$ cat config.mk
export PLATFORM = sky130hd
export DESIGN_NAME = acc_top
export DESIGN_NICKNAME = d
export VERILOG_FILES = /design/src/acc_pkg.sv /design/src/acc_top.sv
export SDC_FILE = /design/constraint.sdc
export NUM_CORES = 1
export LEC_CHECK = 0
export ABC_AREA = 1
export BUFFER_PORTS_ARGS = -buffer_cell sky130_fd_sc_hd__buf_4
export CAP_MARGIN = 15
export CELL_PAD_IN_SITES_DETAIL_PLACEMENT = 0
export CELL_PAD_IN_SITES_GLOBAL_PLACEMENT = 1
export CORE_MARGIN = 2
export CORE_UTILIZATION = 38
export DETAILED_ROUTE_END_ITERATION = 16
export PLACE_DENSITY_LB_ADDON = 0.25
export SYNTH_ARGS = -nofsm -noshare
export SYNTH_HDL_FRONTEND = slang
export SYNTH_SLANG_ARGS = --single-unit
export TNS_END_PERCENT = 50
$ cat constraint.sdc
create_clock -name clk -period 2.86 [get_ports clk]
set_clock_uncertainty 0.05 [all_clocks]
set_input_delay 0.286 -clock clk [delete_from_list [all_inputs] [get_ports clk]]
set_output_delay 0.286 -clock clk [all_outputs]
set_load 0.02 [all_outputs]
$ cat src/acc_pkg.sv
// constants and carrier types for the analog comparator control block
package acc_pkg;

    // ------------------------------------------------------------
    // sizes
    // ------------------------------------------------------------
    localparam int ACC_NUM = 3;
    localparam int ACC_AW = 8;
    localparam int ACC_DW = 32;

    // ------------------------------------------------------------
    // register offsets (byte addresses)
    // ------------------------------------------------------------
    localparam logic [7:0] ACC_OFF_MIS = 8'h00;
    localparam logic [7:0] ACC_OFF_RIS = 8'h04;
    localparam logic [7:0] ACC_OFF_INTEN = 8'h08;
    localparam logic [7:0] ACC_OFF_REFCTL = 8'h10;
    localparam logic [7:0] ACC_CMP_BASE = 8'h20;
    localparam logic [7:0] ACC_CMP_STRIDE = 8'h20;
    localparam logic [7:0] ACC_CMP_STAT = 8'h00;
    localparam logic [7:0] ACC_CMP_CTL = 8'h04;

    // ------------------------------------------------------------
    // field positions
    // ------------------------------------------------------------
    localparam int ACC_CTL_TOEN = 11;
    localparam int ACC_CTL_SRC_LSB = 9;
    localparam int ACC_CTL_TSLVAL = 7;
    localparam int ACC_CTL_TSEN_LSB = 5;
    localparam int ACC_CTL_ISLVAL = 4;
    localparam int ACC_CTL_ISEN_LSB = 2;
    localparam int ACC_CTL_INV = 1;
    localparam int ACC_STAT_OUTPUT_VALUE_BIT = 1;
    localparam int ACC_REF_EN = 9;
    localparam int ACC_REF_RNG = 8;
    localparam int ACC_REF_TAP_LSB = 0;

    // ------------------------------------------------------------
    // encodings
    // ------------------------------------------------------------
    localparam logic [1:0] ACC_SENSE_LEVEL = 2'h0;
    localparam logic [1:0] ACC_SENSE_FALL = 2'h1;
    localparam logic [1:0] ACC_SENSE_RISE = 2'h2;
    localparam logic [1:0] ACC_SENSE_BOTH = 2'h3;
    localparam logic [1:0] ACC_SRC_OWN = 2'h0;
    localparam logic [1:0] ACC_SRC_CMP0 = 2'h1;
    localparam logic [1:0] ACC_SRC_REF = 2'h2;

    // ------------------------------------------------------------
    // ladder figures
    // ------------------------------------------------------------
    localparam logic [4:0] ACC_LAD_LO_TOTAL = 5'h1F;
    localparam logic [4:0] ACC_LAD_LO_OFFSET = 5'h08;
    localparam logic [4:0] ACC_LAD_HI_TOTAL = 5'h17;

    // ------------------------------------------------------------
    // carriers
    // ------------------------------------------------------------
    typedef struct packed {
        logic trig_out_en;
        logic [1:0] pos_src;
        logic trig_level;
        logic [1:0] trig_sense;
        logic irq_level;
        logic [1:0] irq_sense;
        logic invert;
    } acc_ctl_s;

    typedef struct packed {
        logic en;
        logic range;
        logic [3:0] tap;
    } acc_ref_s;

    localparam acc_ctl_s ACC_CTL_RST = 10'h000;
    localparam acc_ref_s ACC_REF_RST = 6'h00;

endpackage

$ cat src/acc_top.sv
// register file, synchronisers, event sensing and reference coding for three comparators
`timescale 1ns/1ps
`default_nettype none

// Summary of operation
// - comparator pins 0 and 1 act as plain gpio until their alternate function is picked; pin 2 always stays gpio
// - negative input from pin only; positive from own pin, comparator 0 pin or reference
// - each output can raise an interrupt or trigger the converter; outputs 0 and 1 can also drive a pin
// - three comparators, each with control and status; shared interrupt registers
// - reference disabled means ground whatever the tap
// - low range: ladder of 31, fraction (tap plus 8) over 31
// - high range: ladder of 23, fraction tap over 23
// - status output bit shows the synchronised comparison result, inverted when the invert bit is set
// - interrupt and trigger sensing are set up independently
// - writing one to a masked status bit clears it; zero does nothing
module acc_top
    import acc_pkg::*;
#(
    parameter int N = ACC_NUM,
    parameter logic [N-1:0] HAS_PIN = 3'h3
) (
    input wire logic clk,
    input wire logic rst,
    input wire logic [ACC_AW-1:0] reg_addr,
    input wire logic [ACC_DW-1:0] reg_wdata,
    input wire logic reg_wr,
    input wire logic reg_rd,
    output logic [ACC_DW-1:0] reg_rdata,
    input wire logic [N-1:0] compare_out,
    output logic [N-1:0][1:0] pos_source_sel,
    output logic ref_ladder_en,
    output logic ref_ladder_range,
    output logic [3:0] ref_ladder_tap,
    output logic [4:0] ref_numerator,
    output logic [4:0] ref_denominator,
    input wire logic [N-1:0] alt_function_select,
    input wire logic [N-1:0] gpio_pin_out,
    input wire logic [N-1:0] gpio_pin_oe,
    output logic [N-1:0] pin_out,
    output logic [N-1:0] pin_oe,
    output logic [N-1:0] adc_trigger,
    output logic irq
);

    // ------------------------------------------------------------
    // decoding helpers
    // ------------------------------------------------------------
    function automatic logic [7:0] cmp_addr(input int idx, input logic [7:0] off);
        return 8'(int'(ACC_CMP_BASE) + int'(ACC_CMP_STRIDE) * (idx + 1) - int'(ACC_CMP_STRIDE)
            + int'(off));
    endfunction

    function automatic acc_ctl_s ctl_from_word(input logic [ACC_DW-1:0] w);
        acc_ctl_s c;
        c.trig_out_en = w[ACC_CTL_TOEN];
        c.pos_src = w[ACC_CTL_SRC_LSB +: 2];
        c.trig_level = w[ACC_CTL_TSLVAL];
        c.trig_sense = w[ACC_CTL_TSEN_LSB +: 2];
        c.irq_level = w[ACC_CTL_ISLVAL];
        c.irq_sense = w[ACC_CTL_ISEN_LSB +: 2];
        c.invert = w[ACC_CTL_INV];
        return c;
    endfunction

    function automatic logic [ACC_DW-1:0] ctl_to_word(input acc_ctl_s c);
        logic [ACC_DW-1:0] w;
        w = '0;
        w[ACC_CTL_TOEN] = c.trig_out_en;
        w[ACC_CTL_SRC_LSB +: 2] = c.pos_src;
        w[ACC_CTL_TSLVAL] = c.trig_level;
        w[ACC_CTL_TSEN_LSB +: 2] = c.trig_sense;
        w[ACC_CTL_ISLVAL] = c.irq_level;
        w[ACC_CTL_ISEN_LSB +: 2] = c.irq_sense;
        w[ACC_CTL_INV] = c.invert;
        return w;
    endfunction

    // shared by the interrupt path and the trigger path, each with its own mode
    function automatic logic sense_hit(input logic [1:0] mode, input logic lvl,
                                       input logic cur, input logic prev);
        logic hit;
        hit = 1'b0;
        unique case (mode)
            ACC_SENSE_LEVEL: hit = (cur == lvl);
            ACC_SENSE_FALL: hit = prev & ~cur;
            ACC_SENSE_RISE: hit = ~prev & cur;
            ACC_SENSE_BOTH: hit = prev ^ cur;
        endcase
        return hit;
    endfunction

    // ------------------------------------------------------------
    // state
    // ------------------------------------------------------------
    acc_ctl_s ctl [N];
    acc_ctl_s next_ctl [N];
    acc_ref_s ref_q;
    acc_ref_s next_ref_q;
    logic [N-1:0] inten;
    logic [N-1:0] next_inten;
    logic [N-1:0] ris;
    logic [N-1:0] next_ris;
    logic [N-1:0] sync1;
    logic [N-1:0] sync2;
    logic [N-1:0] val_prev;
    logic [N-1:0] next_val_prev;
    logic [N-1:0] val;
    logic [N-1:0] irq_hit;
    logic [N-1:0] trig_hit;
    logic [ACC_DW-1:0] next_rdata;
    logic [N-1:0] next_pin_out;
    logic [N-1:0] next_pin_oe;
    logic [N-1:0] next_adc_trigger;
    logic [4:0] next_ref_numerator;
    logic [4:0] next_ref_denominator;
    logic mis_clear_wr;

    // ------------------------------------------------------------
    // synchroniser and event sensing
    // ------------------------------------------------------------
    // sync1 feeds sync2 only; the raw comparator output is asynchronous
    always_ff @(posedge clk) begin
        if (rst) begin
            sync1 <= '0;
            sync2 <= '0;
            val_prev <= '0;
        end else begin
            sync1 <= compare_out;
            sync2 <= sync1;
            val_prev <= next_val_prev;
        end
    end

    // inversion is applied after the synchroniser; flipping it counts as an edge
    genvar g;
    generate
        for (g = 0; g < N; g++) begin : g_sense
            assign val[g] = sync2[g] ^ ctl[g].invert;
            assign irq_hit[g] = sense_hit(ctl[g].irq_sense, ctl[g].irq_level,
                                          val[g], val_prev[g]);
            assign trig_hit[g] = sense_hit(ctl[g].trig_sense, ctl[g].trig_level,
                                           val[g], val_prev[g]);
        end
    endgenerate

    // ------------------------------------------------------------
    // register file and outputs, next values
    // ------------------------------------------------------------
    // only the masked status offset clears; raw status is read-only to software
    assign mis_clear_wr = reg_wr && (reg_addr == ACC_OFF_MIS);

    always_comb begin
        next_ctl = ctl;
        next_ref_q = ref_q;
        next_inten = inten;
        next_val_prev = val;
        next_rdata = '0;
        // set wins over a clear landing in the same cycle
        next_ris = (ris & ~(mis_clear_wr ? reg_wdata[N-1:0] : '0)) | irq_hit;
        if (reg_wr && reg_addr == ACC_OFF_INTEN) begin
            next_inten = reg_wdata[N-1:0];
        end
        if (reg_wr && reg_addr == ACC_OFF_REFCTL) begin
            next_ref_q.en = reg_wdata[ACC_REF_EN];
            next_ref_q.range = reg_wdata[ACC_REF_RNG];
            next_ref_q.tap = reg_wdata[ACC_REF_TAP_LSB +: 4];
        end
        if (reg_rd) begin
            unique case (reg_addr)
                ACC_OFF_MIS: next_rdata[N-1:0] = ris & inten;
                ACC_OFF_RIS: next_rdata[N-1:0] = ris;
                ACC_OFF_INTEN: next_rdata[N-1:0] = inten;
                ACC_OFF_REFCTL: begin
                    next_rdata[ACC_REF_EN] = ref_q.en;
                    next_rdata[ACC_REF_RNG] = ref_q.range;
                    next_rdata[ACC_REF_TAP_LSB +: 4] = ref_q.tap;
                end
                default: next_rdata = '0;
            endcase
        end
        for (int i = 0; i < N; i++) begin
            if (reg_wr && reg_addr == cmp_addr(i, ACC_CMP_CTL)) begin
                next_ctl[i] = ctl_from_word(reg_wdata);
            end
            if (reg_rd && reg_addr == cmp_addr(i, ACC_CMP_CTL)) begin
                next_rdata = ctl_to_word(ctl[i]);
            end
            if (reg_rd && reg_addr == cmp_addr(i, ACC_CMP_STAT)) begin
                next_rdata[ACC_STAT_OUTPUT_VALUE_BIT] = val[i];
            end
        end
    end

    always_comb begin
        for (int i = 0; i < N; i++) begin
            // pins without a comparator path stay with the gpio block
            if (HAS_PIN[i] && alt_function_select[i]) begin
                next_pin_out[i] = val[i];
                next_pin_oe[i] = 1'b1;
            end else begin
                next_pin_out[i] = gpio_pin_out[i];
                next_pin_oe[i] = gpio_pin_oe[i];
            end
            next_adc_trigger[i] = ctl[i].trig_out_en & trig_hit[i];
        end
        if (!ref_q.en) begin
            next_ref_numerator = 5'h00;
            next_ref_denominator = ref_q.range ? ACC_LAD_HI_TOTAL : ACC_LAD_LO_TOTAL;
        end else if (!ref_q.range) begin
            next_ref_numerator = 5'({1'b0, ref_q.tap}) + ACC_LAD_LO_OFFSET;
            next_ref_denominator = ACC_LAD_LO_TOTAL;
        end else begin
            next_ref_numerator = 5'({1'b0, ref_q.tap});
            next_ref_denominator = ACC_LAD_HI_TOTAL;
        end
    end

    // ------------------------------------------------------------
    // registers
    // ------------------------------------------------------------
    always_ff @(posedge clk) begin
        if (rst) begin
            for (int i = 0; i < N; i++) begin
                ctl[i] <= ACC_CTL_RST;
            end
            ref_q <= ACC_REF_RST;
            inten <= '0;
            ris <= '0;
            reg_rdata <= '0;
            pin_out <= '0;
            pin_oe <= '0;
            adc_trigger <= '0;
            ref_numerator <= 5'h00;
            ref_denominator <= ACC_LAD_LO_TOTAL;
        end else begin
            ctl <= next_ctl;
            ref_q <= next_ref_q;
            inten <= next_inten;
            ris <= next_ris;
            reg_rdata <= next_rdata;
            pin_out <= next_pin_out;
            pin_oe <= next_pin_oe;
            adc_trigger <= next_adc_trigger;
            ref_numerator <= next_ref_numerator;
            ref_denominator <= next_ref_denominator;
        end
    end

    // ------------------------------------------------------------
    // analog side controls
    // ------------------------------------------------------------
    generate
        for (g = 0; g < N; g++) begin : g_src
            // reserved source code falls back to the comparator's own pin
            assign pos_source_sel[g] = (ctl[g].pos_src == 2'h3) ? ACC_SRC_OWN
                                                                : ctl[g].pos_src;
        end
    endgenerate

    assign ref_ladder_en = ref_q.en;
    assign ref_ladder_range = ref_q.range;
    assign ref_ladder_tap = ref_q.tap;
    // level line with no stretching: it drops as soon as software clears the pending bit
    assign irq = |(ris & inten);
endmodule

`default_nettype wire

Word level (Yosys, flattened, before mapping)
Index checks and enable logic that the tools add are counted.

Bits in writable memories: 0. Logic and storage cells: 155. Latch bits: 0. ROM bits: 0. Register bits after elaboration: 102. Memories: 0.

Divide/modulo/power cells: 0. Reduce and logical (&&, ||, !) cells: 25. Bitwise operators: 28. $add $sub $neg: 1. Mux-type cells: 26. Order comparisons: 0. Shifts and indexed selects: 0. Equal/unequal tests: 36. $mul: 0.

Operators by type and width (number): $mux 12 (3); $eq 8x7->1 const B (4); $eq 2x2->1 const B (15); $pmux 1 s4 (6); $eq 8x6->1 const B (2); $eq 2x1->1 const B (6); $logic_and 1x1->1 (12); $logic_not 2->1 (6); $pmux 3 s4 (1); $mux 10 (1); $and 1x1->1 (9); $not 1->1 (9); $eq 8x3->1 const B (1); $eq 8x4->1 const B (1); $eq 8x5->1 const B (1); $logic_not 8->1 (1); $mux 1 (8); $mux 2 (4); $mux 4 (2); $and 3x3->3 (2); $eq 1x1->1 (6); $reduce_or 3->1 (2); $reduce_or 6->1 (1); $xor 1x1->1 (6); 7 further kinds (7).

Longest topological paths before layout
Gate-level depths: netlist of the first run.

Word-level depth: 9. Mapped depth: 12. Gate-level depth less buffers: 11.

Worst setup path before layout of the first run
Ideal clock, no wire load.

Path type: reg-to-reg. Start: register ctl[10] in the netlist's numbering. End: register ris[1]. Required time: 2677 ps. Cell stages (with the launch flop): 9. Period minus slack after synthesis: 1632 ps. Buffers on the path: 1. Arrival: 1449 ps. Slack: 1228 ps. Cell sequence: dfxtp_1 or2_2 and2_1 clkbuf_1 ha_1 o21ai_0 a21oi_1 a31oi_1 a31oi_1.

Longest elaborated chain between the ends: 5. Elaborated cells between the ends (all ways): 8. Classes of those cells: eq/ne: 1; mux: 1; bitwise: 6.

RTL lines: from (decl) (line acc_top.sv:95) `acc_ctl_s ctl [N];`; from (signal assigned) (line acc_top.sv:236) `ctl <= next_ctl;`; $xor 1x1->1 * (line acc_top.sv:138) `assign val[g] = sync2[g] ^ ctl[g].invert;`; named net next_val_prev[1] (line acc_top.sv:106) `logic [N-1:0] next_val_prev;`; $not 1->1 (line acc_top.sv:85) `ACC_SENSE_FALL: hit = prev & ~cur;`; $and 1x1->1 (line acc_top.sv:85); $pmux 1 s4 * (line acc_top.sv:83) `unique case (mode)`; $or 3x3->3 * (line acc_top.sv:159) `next_ris = (ris & ~(mis_clear_wr ? reg_wdata[N-1:0] : '0)) | irq_hit;`; to (signal assigned) (line acc_top.sv:239) `ris <= next_ris;`; to (decl) (line acc_top.sv:101) `logic [N-1:0] ris;`.

The timed path passes the listed nets; every way through them passes the cells marked *. A chain may end at the register's enable or synchronous reset.

Worst setup path in the final report of the first run
Start: register ctl[0] in the netlist's numbering. End: register ris[2].

The elaborated chain is that of the path after synthesis.

==> results of run 1 <==
[worst max-delay path, stage by stage (launching register included)]
cell     delay, ns
dfxtp_1       0.34
or2_2         0.29
nand2_1       0.16
inv_1         0.10
ha_1          0.21
o21ai_0       0.17
a21oi_1       0.06
a31oi_1       0.18
a31oi_1       0.09
[layer usage]
metal | wire length, um | vias to the layer above | global-route usage
met5 | 0 | - | 0
met4 | 99 | 0 | 0.0503
met3 | 479 | 7 | 0.0499
met2 | 4460 | 72 | 0.294
met1 | 4590 | 1515 | 0.262
li1 | - | 1690 | -
[final cells by class]
| class | count | area share |
|---|---|---|
| multi-input combinational | 321 | 0.364 |
| sequential | 78 | 0.349 |
| timing repair buffer | 75 | 0.129 |
| inverter | 77 | 0.0646 |
| tap | 129 | 0.0361 |
| clock inverter | 6 | 0.0299 |
| clock buffer | 9 | 0.0277 |
[state kept, by name, summed over array words and instances, names as in the netlist]
register          flops
ref_ladder_tap        4
inten                 3
adc_trigger           3
ref_ladder_range      1
ris                   3
ref_ladder_en         1
ref_numerator         5
reg_rdata            12
sync1                 3
sync2                 3
ctl                  30
pin_oe                3
val_prev              3
pin_out               3
ref_denominator       1
[worst paths after layout]
path | startpoint | end | slack (ns) | cells after the start
max reg2reg | ctl[0] | ris[2] | 1.08 | 8
min | compare_out[1] | sync1[1] | 0.08 | 3
min reg2reg | sync1[0] | sync2[0] | 0.36 | 2
max | ctl[0] | ris[2] | 1.08 | 8
[stage by stage]
stage | power [uW] | util
after detailed placement | 1320 | 0.454
after global placement | 1320 | 0.454
after global routing | 2470 | 0.482
after floorplan | 1260 | -
after CTS | 2390 | 0.482
final | 2370 | 0.482
[report_power, final]
part	switching, uW	internal (uW)
Combinational	123	62.6
Sequential	7.03	1100
Clock	410	665
Total	540	1830
[cell usage in the layout (no fill, tap or decap), types with 2 or more instances in the layout]
cell	Yosys	layout
nor2_4	4	4
o21ai_0	35	35
conb_1	2	24
nand2_2	4	4
or2_2	2	2
o211ai_1	2	2
buf_4	26	74
nand4_1	6	6
dfxtp_1	78	78
bufinv_16	0	4
nor4_1	8	8
a21oi_1	50	50
clkbuf_8	0	9
inv_2	14	14
o22ai_1	6	6
nand2_1	61	61
ha_1	6	6
inv_1	63	63
and2_1	2	2
nor2_2	4	4
nor3_1	2	2
a211oi_1	3	3
nor2_1	54	54
o21ai_1	15	15
a31oi_1	6	6
nand3_1	18	18
[kinds of logic (layout without fill, tap and decap cells)]
| kind of cell | count (synthesis) | after routing | synth area share |
|---|---|---|---|
| DFF | 78 | 78 | 0.426 |
| AOI/OAI and AO/OA | 121 | 121 | 0.178 |
| and+or+nand+nor | 170 | 170 | 0.222 |
| buffers and inverters | 116 | 167 | 0.152 |
| adders and majority gates | 6 | 6 | 0.0205 |
| other | 2 | 24 | 0.00205 |
==> impl_metrics.env, run 1 <==
export IMPL_area_growth_pct=22.0
export IMPL_holdCritPathClass="in2reg"
export IMPL_synthArstFlopShare=0
export IMPL_clk_insertion_delay_late_ns=0.35
export IMPL_p_leak_uw=0.00200
export IMPL_crit_arrival_ns=1.96
export IMPL_dp_cells=680
export IMPL_drc=0
export IMPL_setup_slack_ns=1.08
export IMPL_cts_root_buf="clkbuf_8"
export IMPL_die_area_sq_um=10500
export IMPL_via_per_inst=4.73
export IMPL_nFillCells=988
export IMPL_ys_seq_area_frac=0.426
export IMPL_stdcell_area_sq_um=4480
export IMPL_ys_warn_count=0
export IMPL_cts_max_level=3
export IMPL_max_freq_ghz=0.561
export IMPL_wl_per_cell_um=13.9
export IMPL_die_h_um=102
export IMPL_multi_input_area_sq_um=1630
export IMPL_drt_iter0_markers=241
export IMPL_antenna_found_initial=0
export IMPL_cap_violations=0
export IMPL_place_hpwl_mm=7.36
export IMPL_start_kind="flop"
export IMPL_vdd_drop_max_mv=0.358
export IMPL_synth_ff_type="dfxtp_1"
export IMPL_fin_crit_ns=1.78
export IMPL_dp_slack_ns=1.07
export IMPL_critPathCaptureType="flop"
export IMPL_die_x_um=102
export IMPL_start_util=0.395
export IMPL_grt_use_total=0.189
export IMPL_cts_hold_buf=0
export IMPL_yosysTopAreaCell="dfxtp_1"
export IMPL_p_per_area_nw_per_um2=529
export IMPL_ant_nets=0
export IMPL_route_final_wire_length_mm=9.64
export IMPL_route_vias_total=3284
export IMPL_synth_top_area_frac=0.426
export IMPL_yosysUniqueCellTypes=36
export IMPL_num_rows=35
export IMPL_syn_avg_cell_area_sq_um=7.44
export IMPL_num_nets_final=624
export IMPL_clockBufferDepth=2
export IMPL_firstDrtPassIters=4
export IMPL_antennaDiodeCount=0
export IMPL_drv_slew=0
export IMPL_worst_slew_pin_slew_ns=0.508
export IMPL_setup_viol=0
export IMPL_cts_tree="done"
export IMPL_place_area_sq_um=4220
export IMPL_pin_count=120
export IMPL_mappedNetlistArea_sq_um=3670
export IMPL_gp_congestion=0.871
export IMPL_fin_cells=695
export IMPL_cts_setup_buffers=0
export IMPL_status="complete, no violations"
export IMPL_clkSinkCount=78
export IMPL_clk_pin_slew_ns=0.08
export IMPL_whs_ns=0.0844
export IMPL_grt_pass1_wl_mm=14.9
export IMPL_finalCritPeriodShare=0.623
export IMPL_grt_pass1_vias=2859
export IMPL_port_buffers=74
export IMPL_layout_drive_gt1_share=0.219
export IMPL_ys_top_cells_by_area="dfxtp_1 (43%), a21oi_1 (6.8%), inv_1 (6.4%)"
export IMPL_synthCells=493
export IMPL_path_max_fanout=5
export IMPL_synth_edf_count=0
export IMPL_coreArea_sq_um=9280
export IMPL_fin_setup_tns_ns=0
export IMPL_post_cts_resize_count=0
export IMPL_cts_buffers_inserted=9
export IMPL_grt_setup_unrepaired="no"
export IMPL_grt_max_degree=38
export IMPL_yosys_top_cells_count="dfxtp_1 (78), inv_1 (63), nand2_1 (61)"
export IMPL_finalHoldViolations=0
export IMPL_gr_total_overflow=0
export IMPL_synth_seq_cells=78
export IMPL_register_area_sq_um=1560
export IMPL_yosysMostFrequentCell="dfxtp_1"
export IMPL_required_ns=3.04
export IMPL_slew_headroom=0.660
export IMPL_crit_type="reg2reg"
(Power assumes the default switching activity.)
==> run 2: changes to the inputs <==
CORE_UTILIZATION = 36   (was 38)
clock period = 1.7 ns   (was 2.86 ns; I/O delays follow)
==> run 2 against run 1 <==
Effect of this change:
- core utilization down 0.16 points
- register-to-register slack worse by 0.96 ns
- non-clock buffer count up 29
- die area up 5.3%
- sequential share of layout area down 1.8 points
- total power up 61%
- count of clock-buffer cells in the layout up 1
- clock power up 50%
- first-iteration DRC count down 24%
- via count up 4.3%
==> impl_metrics.env, run 2 (synthesis results as in run 1) <==
export IMPL_reg2reg_from="ctl[10]"
export IMPL_cap_violations=0
export IMPL_register_area_sq_um=1560
export IMPL_wl_met1_mm=4.81
export IMPL_largest_reg_flops=30
export IMPL_total_power_uw=3820
export IMPL_ant_nets=0
export IMPL_critPathCaptureType="flop"
export IMPL_grt_use_total=0.190
export IMPL_die_x_um=105
export IMPL_holdCritPathClass="in2reg"
export IMPL_clk_insertion_delay_late_ns=0.36
export IMPL_area_growth_pct=28.6
export IMPL_max_freq_ghz=0.634
export IMPL_via_per_inst=4.70
export IMPL_min_from="alt_function_select[0]"
export IMPL_fin_setup_tns_ns=0
export IMPL_cts_tree="done"
export IMPL_final_cell_mix="buf_4 (91), dfxtp_1 (78), inv_1 (63)"
export IMPL_slew_headroom=0.601
export IMPL_gp_congestion=0.857
export IMPL_route_final_wire_length_mm=10.2
export IMPL_start_kind="flop"
export IMPL_p_per_area_nw_per_um2=809
export IMPL_fin_crit_ns=1.58
export IMPL_clk_pin_slew_ns=0.08
export IMPL_met2WireLength_mm=4.73
export IMPL_nFillCells=1002
export IMPL_layout_drive_gt1_share=0.243
export IMPL_coreArea_sq_um=9820
export IMPL_cts_max_level=3
export IMPL_antenna_found_initial=0
export IMPL_clockBufferDepth=2
export IMPL_status="complete, no violations"
export IMPL_cts_root_buf="clkbuf_8"
export IMPL_finalHoldViolations=0
export IMPL_startpoint="ctl[10]"
export IMPL_p_leak_uw=0.00212
export IMPL_grt_setup_unrepaired="no"
export IMPL_grt_pass1_wl_mm=16.4
export IMPL_grt_max_degree=26
export IMPL_grt_pass1_vias=3205
export IMPL_num_nets_final=653
export IMPL_place_hpwl_mm=7.66
export IMPL_die_area_sq_um=11000
export IMPL_worst_slew_pin_slew_ns=0.598
export IMPL_crit_top_cell="a31oi_1"
export IMPL_path_cells="or2_2 > and2_1 > ha_1 > o21ai_2 > a21oi_1 > a31oi_1 > a31oi_1"
export IMPL_drv_slew=0
export IMPL_crit_arrival_ns=1.76
export IMPL_final_common_cell="buf_4"
export IMPL_drt_iter0_markers=183
export IMPL_die_h_um=105
export IMPL_route_vias_total=3425
export IMPL_vdd_drop_max_mv=0.481
export IMPL_multi_input_area_sq_um=1640
export IMPL_port_buffers=74
export IMPL_wl_met3_um=513
export IMPL_drc=0
export IMPL_slowest_delay_ns=0.31
export IMPL_cts_buffers_inserted=9
export IMPL_crit_type="reg2reg"
export IMPL_regMostFlops="ctl"
export IMPL_gr_total_overflow=0
export IMPL_setup_viol=0
export IMPL_highest_layer="met4"
export IMPL_finalCritPeriodShare=0.928
export IMPL_slowest_stage="dfxtp_1"
export IMPL_clkSinkCount=78
export IMPL_antennaDiodeCount=0
export IMPL_r2r_slack_ns=0.12
export IMPL_path_max_fanout=2
export IMPL_largest_registers="ctl (30), reg_rdata (12), ref_numerator (5)"
export IMPL_num_rows=36
export IMPL_firstDrtPassIters=5
export IMPL_required_ns=1.89
export IMPL_pin_count=120
export IMPL_wl_per_cell_um=13.9
export IMPL_start_util=0.374
## run 2: cell types whose count changed in the layout (fill, tap and decap cells not counted), moves of 2 or more
cell / previous run / this run
buf_4: 74 / 91
o21ai_1: 15 / 17
dlygate4sd3_1: 0 / 11
bufinv_16: 4 / 2
o21ai_0: 35 / 32
clkinvlp_4: 0 / 2
## run 2: worst paths after layout
kind                      to  cells past startpoint
setup / recovery      ris[1]                      7
hold / removal    pin_out[0]                      3
setup reg to reg      ris[1]                      7
hold reg to reg     sync2[2]                      2
## run 2: area by class of cell
cell class,instances,share of cell area
well taps,133,0.0353
multi-input cells,321,0.347
repair buffers,104,0.177
inverters,77,0.0612
flip-flops and latches,78,0.331
clock buffers,10,0.0292
clock inverters,6,0.0196
## run 2: routing by layer
metal,vias to the layer above,GRT usage
met4,0,0.0524
met1,1568,0.258
met3,11,0.0437
met2,95,0.301
met5,-,0
li1,1751,-
## run 2: per-stage QoR
stage               cells  hold slack, ns  setup slack, ns  area, sq um  utilization
floorplan             515           0.227           0.0681         3750            -
global placement      702           0.326            0.129         4370        0.445
detailed placement    702           0.329           0.0836         4370        0.445
CTS                   729          0.0117           0.0696         4710        0.480
global route          729          0.0148           0.0108         4720        0.481
finish                729          0.0197            0.122         4720        0.481
## run 2: critical path: cells and delay by family (launching register included)
family	cells	cell delay, ns
AOI/OAI and AO/OA	4	0.44
adders and majority gates	1	0.23
DFF	1	0.31
and+or+nand+nor	2	0.43
## run 2: timing repair
action / in CTS / in global routing
hold buffers: 11 / 0
endpoints found under the hold margin: 9 / 0
buffers inserted: 0 / 0
resized for setup: 0 / 5
setup endpoints to repair: 0 / 3
## run 2: power breakdown
group          total, uW  internal [uW]  switching [uW]
clock network       1600            874             729
logic                351            136             215
registers           1860           1850            13.0
total               3820           2860             957
==> run 3: changes to the inputs <==
BUFFER_PORTS_ARGS = not set   (was -buffer_cell sky130_fd_sc_hd__buf_4)
CORE_UTILIZATION = 44   (was 36)
DONT_BUFFER_PORTS = 1   (was not set)
==> run 3 against run 2 <==
Effect of this change:
- worst setup slack got worse by 0.027 ns
- register-to-register slack got worse by 0.03 ns
- wire length decreased by 2.9%
- global-route usage is 3.8 points higher
- final cell count down 13%
- via count shrank 5.3%
- core utilization rose by 3.3 points
- hold slack got worse by 0.012 ns
- sequential share of layout area increased by 4.3 points
- first-iteration DRC count increased by 33%
- fmax shrank 1.7%
- critical path type unchanged
- critical endpoint is now ris[0]
==> impl_metrics.env, run 3 (synthesis results as in run 1) <==
export IMPL_final_common_cell="dfxtp_1"
export IMPL_die_area_sq_um=9080
export IMPL_vdd_drop_max_mv=0.414
export IMPL_whs_path_depth=2
export IMPL_grt_pass1_vias=3020
export IMPL_r2r_slack_ns=0.1
export IMPL_drv_slew=0
export IMPL_cts_max_level=3
export IMPL_path_max_fanout=4
export IMPL_finalHoldViolations=0
export IMPL_drc=0
export IMPL_gr_total_overflow=0
export IMPL_fin_crit_ns=1.60
export IMPL_nFillCells=813
export IMPL_fin_cells=635
export IMPL_setup_viol=0
export IMPL_largest_reg_flops=30
export IMPL_start_kind="flop"
export IMPL_drt_iter0_markers=244
export IMPL_antennaDiodeCount=0
export IMPL_holdCritPathClass="in2reg"
export IMPL_cts_root_buf="clkbuf_8"
export IMPL_grt_max_degree=26
export IMPL_place_hpwl_mm=7.11
export IMPL_port_buffers=0
export IMPL_num_rows=33
export IMPL_die_h_um=95.3
export IMPL_fin_setup_tns_ns=0
export IMPL_clk_insertion_delay_late_ns=0.35
export IMPL_cts_tree="done"
export IMPL_cap_violations=0
export IMPL_r2r_end="ris[0]"
export IMPL_reg2reg_from="ctl[20]"
export IMPL_via_per_inst=5.11
export IMPL_route_vias_total=3242
export IMPL_critPathCaptureType="flop"
export IMPL_min_from="reg_wdata[3]"
export IMPL_wl_per_cell_um=15.5
export IMPL_largest_registers="ctl (30), reg_rdata (12), ref_numerator (5)"
export IMPL_num_nets_final=587
export IMPL_start_util=0.451
export IMPL_p_leak_uw=0.00176
export IMPL_status="complete, no violations"
export IMPL_firstDrtPassIters=5
export IMPL_rr_worst_depth=6
export IMPL_layout_drive_gt1_share=0.119
export IMPL_grt_use_total=0.227
export IMPL_stdcell_area_sq_um=4180
export IMPL_required_ns=1.83
export IMPL_gp_congestion=0.892
export IMPL_ant_nets=0
export IMPL_final_cell_mix="dfxtp_1 (78), inv_1 (63), nand2_1 (60)"
export IMPL_coreArea_sq_um=8130
export IMPL_clk_pin_slew_ns=0.08
export IMPL_route_final_wire_length_mm=9.87
export IMPL_finalCritPeriodShare=0.944
export IMPL_slew_headroom=0.321
export IMPL_crit_type="reg2reg"
export IMPL_worst_slew_pin_slew_ns=1.02
export IMPL_grt_setup_unrepaired="yes"
export IMPL_dp_cells=592
export IMPL_cts_buffers_inserted=9
export IMPL_antenna_found_initial=0
export IMPL_grt_pass1_wl_mm=15.7
export IMPL_place_area_sq_um=3700
export IMPL_area_growth_pct=13.9
export IMPL_max_freq_ghz=0.623
export IMPL_p_per_area_nw_per_um2=861
export IMPL_regMostFlops="ctl"
export IMPL_clockBufferDepth=2
export IMPL_cts_setup_buffers=0
export IMPL_die_x_um=95.3
export IMPL_min_to="ctl[12]"
export IMPL_pin_count=120
export IMPL_crit_arrival_ns=1.74
export IMPL_clkSinkCount=78
## run 3: layout make-up
cell class              count  area (sq um)  share of cell area
clock buffers              10           138              0.0329
clock inverters             6          68.8              0.0165
inverters                  77           289              0.0691
multi-input cells         321          1640               0.391
flip-flops and latches     78          1560               0.374
well taps                 105           131              0.0314
repair buffers             38           355              0.0850
## run 3: worst max-delay path by stage
stage                     startpoint              to  cells past startpoint  slack, ns
final                        ctl[20]          ris[0]                      6        0.1
after global routing          ctl[0]          ris[2]                      8      -0.03
after CTS                        rst    reg_rdata[1]                      4       0.03
after detailed placement      ctl[0]          ris[2]                      8       0.11
after global placement        ctl[0]  adc_trigger[2]                      7       0.13
after floorplan              ctl[10]          ris[1]                      8       0.07
## run 3: report_power, final
group	total, uW	leakage [uW]	switching, uW	internal (uW)
Sequential	1870	0.000633	24.7	1850
Combinational	270	0.00102	178	92.4
Clock	1450	0.000103	724	729
## run 3: metal layers
layer	track usage	up-vias	part of all wire
met5	0	-	0
met4	0.0664	0	0.011
met3	0.0466	11	0.076
met2	0.363	127	0.46
met1	0.310	1490	0.46
li1	-	1614	-
## run 3: metrics by stage
stage / total power [uW] / hold WS (ns) / util / worst slack [ns]
2_1_floorplan: 2120 / 0.227 / - / 0.0681
3_3_place_gp: 2110 / 0.196 / 0.454 / 0.132
3_5_place_dp: 2110 / 0.198 / 0.454 / 0.110
4_1_cts: 3630 / 0.00171 / 0.513 / 0.0322
5_1_grt: 3730 / 0.0323 / 0.514 / -0.0267
6_report: 3600 / 0.00800 / 0.514 / 0.0955
## run 3: what timing repair did
action,4_1_cts,5_1_grt
resized for setup,0,7
hold buffers,27,0
endpoints found under the hold margin,59,0
endpoints found under the setup margin,0,5
## run 3: worst max-delay path: stages (launching register included)
cell	delay (ns)
dfxtp_1	0.35
or2_1	0.22
and2_1	0.18
ha_2	0.34
a21oi_1	0.06
a31oi_1	0.15
a31oi_1	0.10
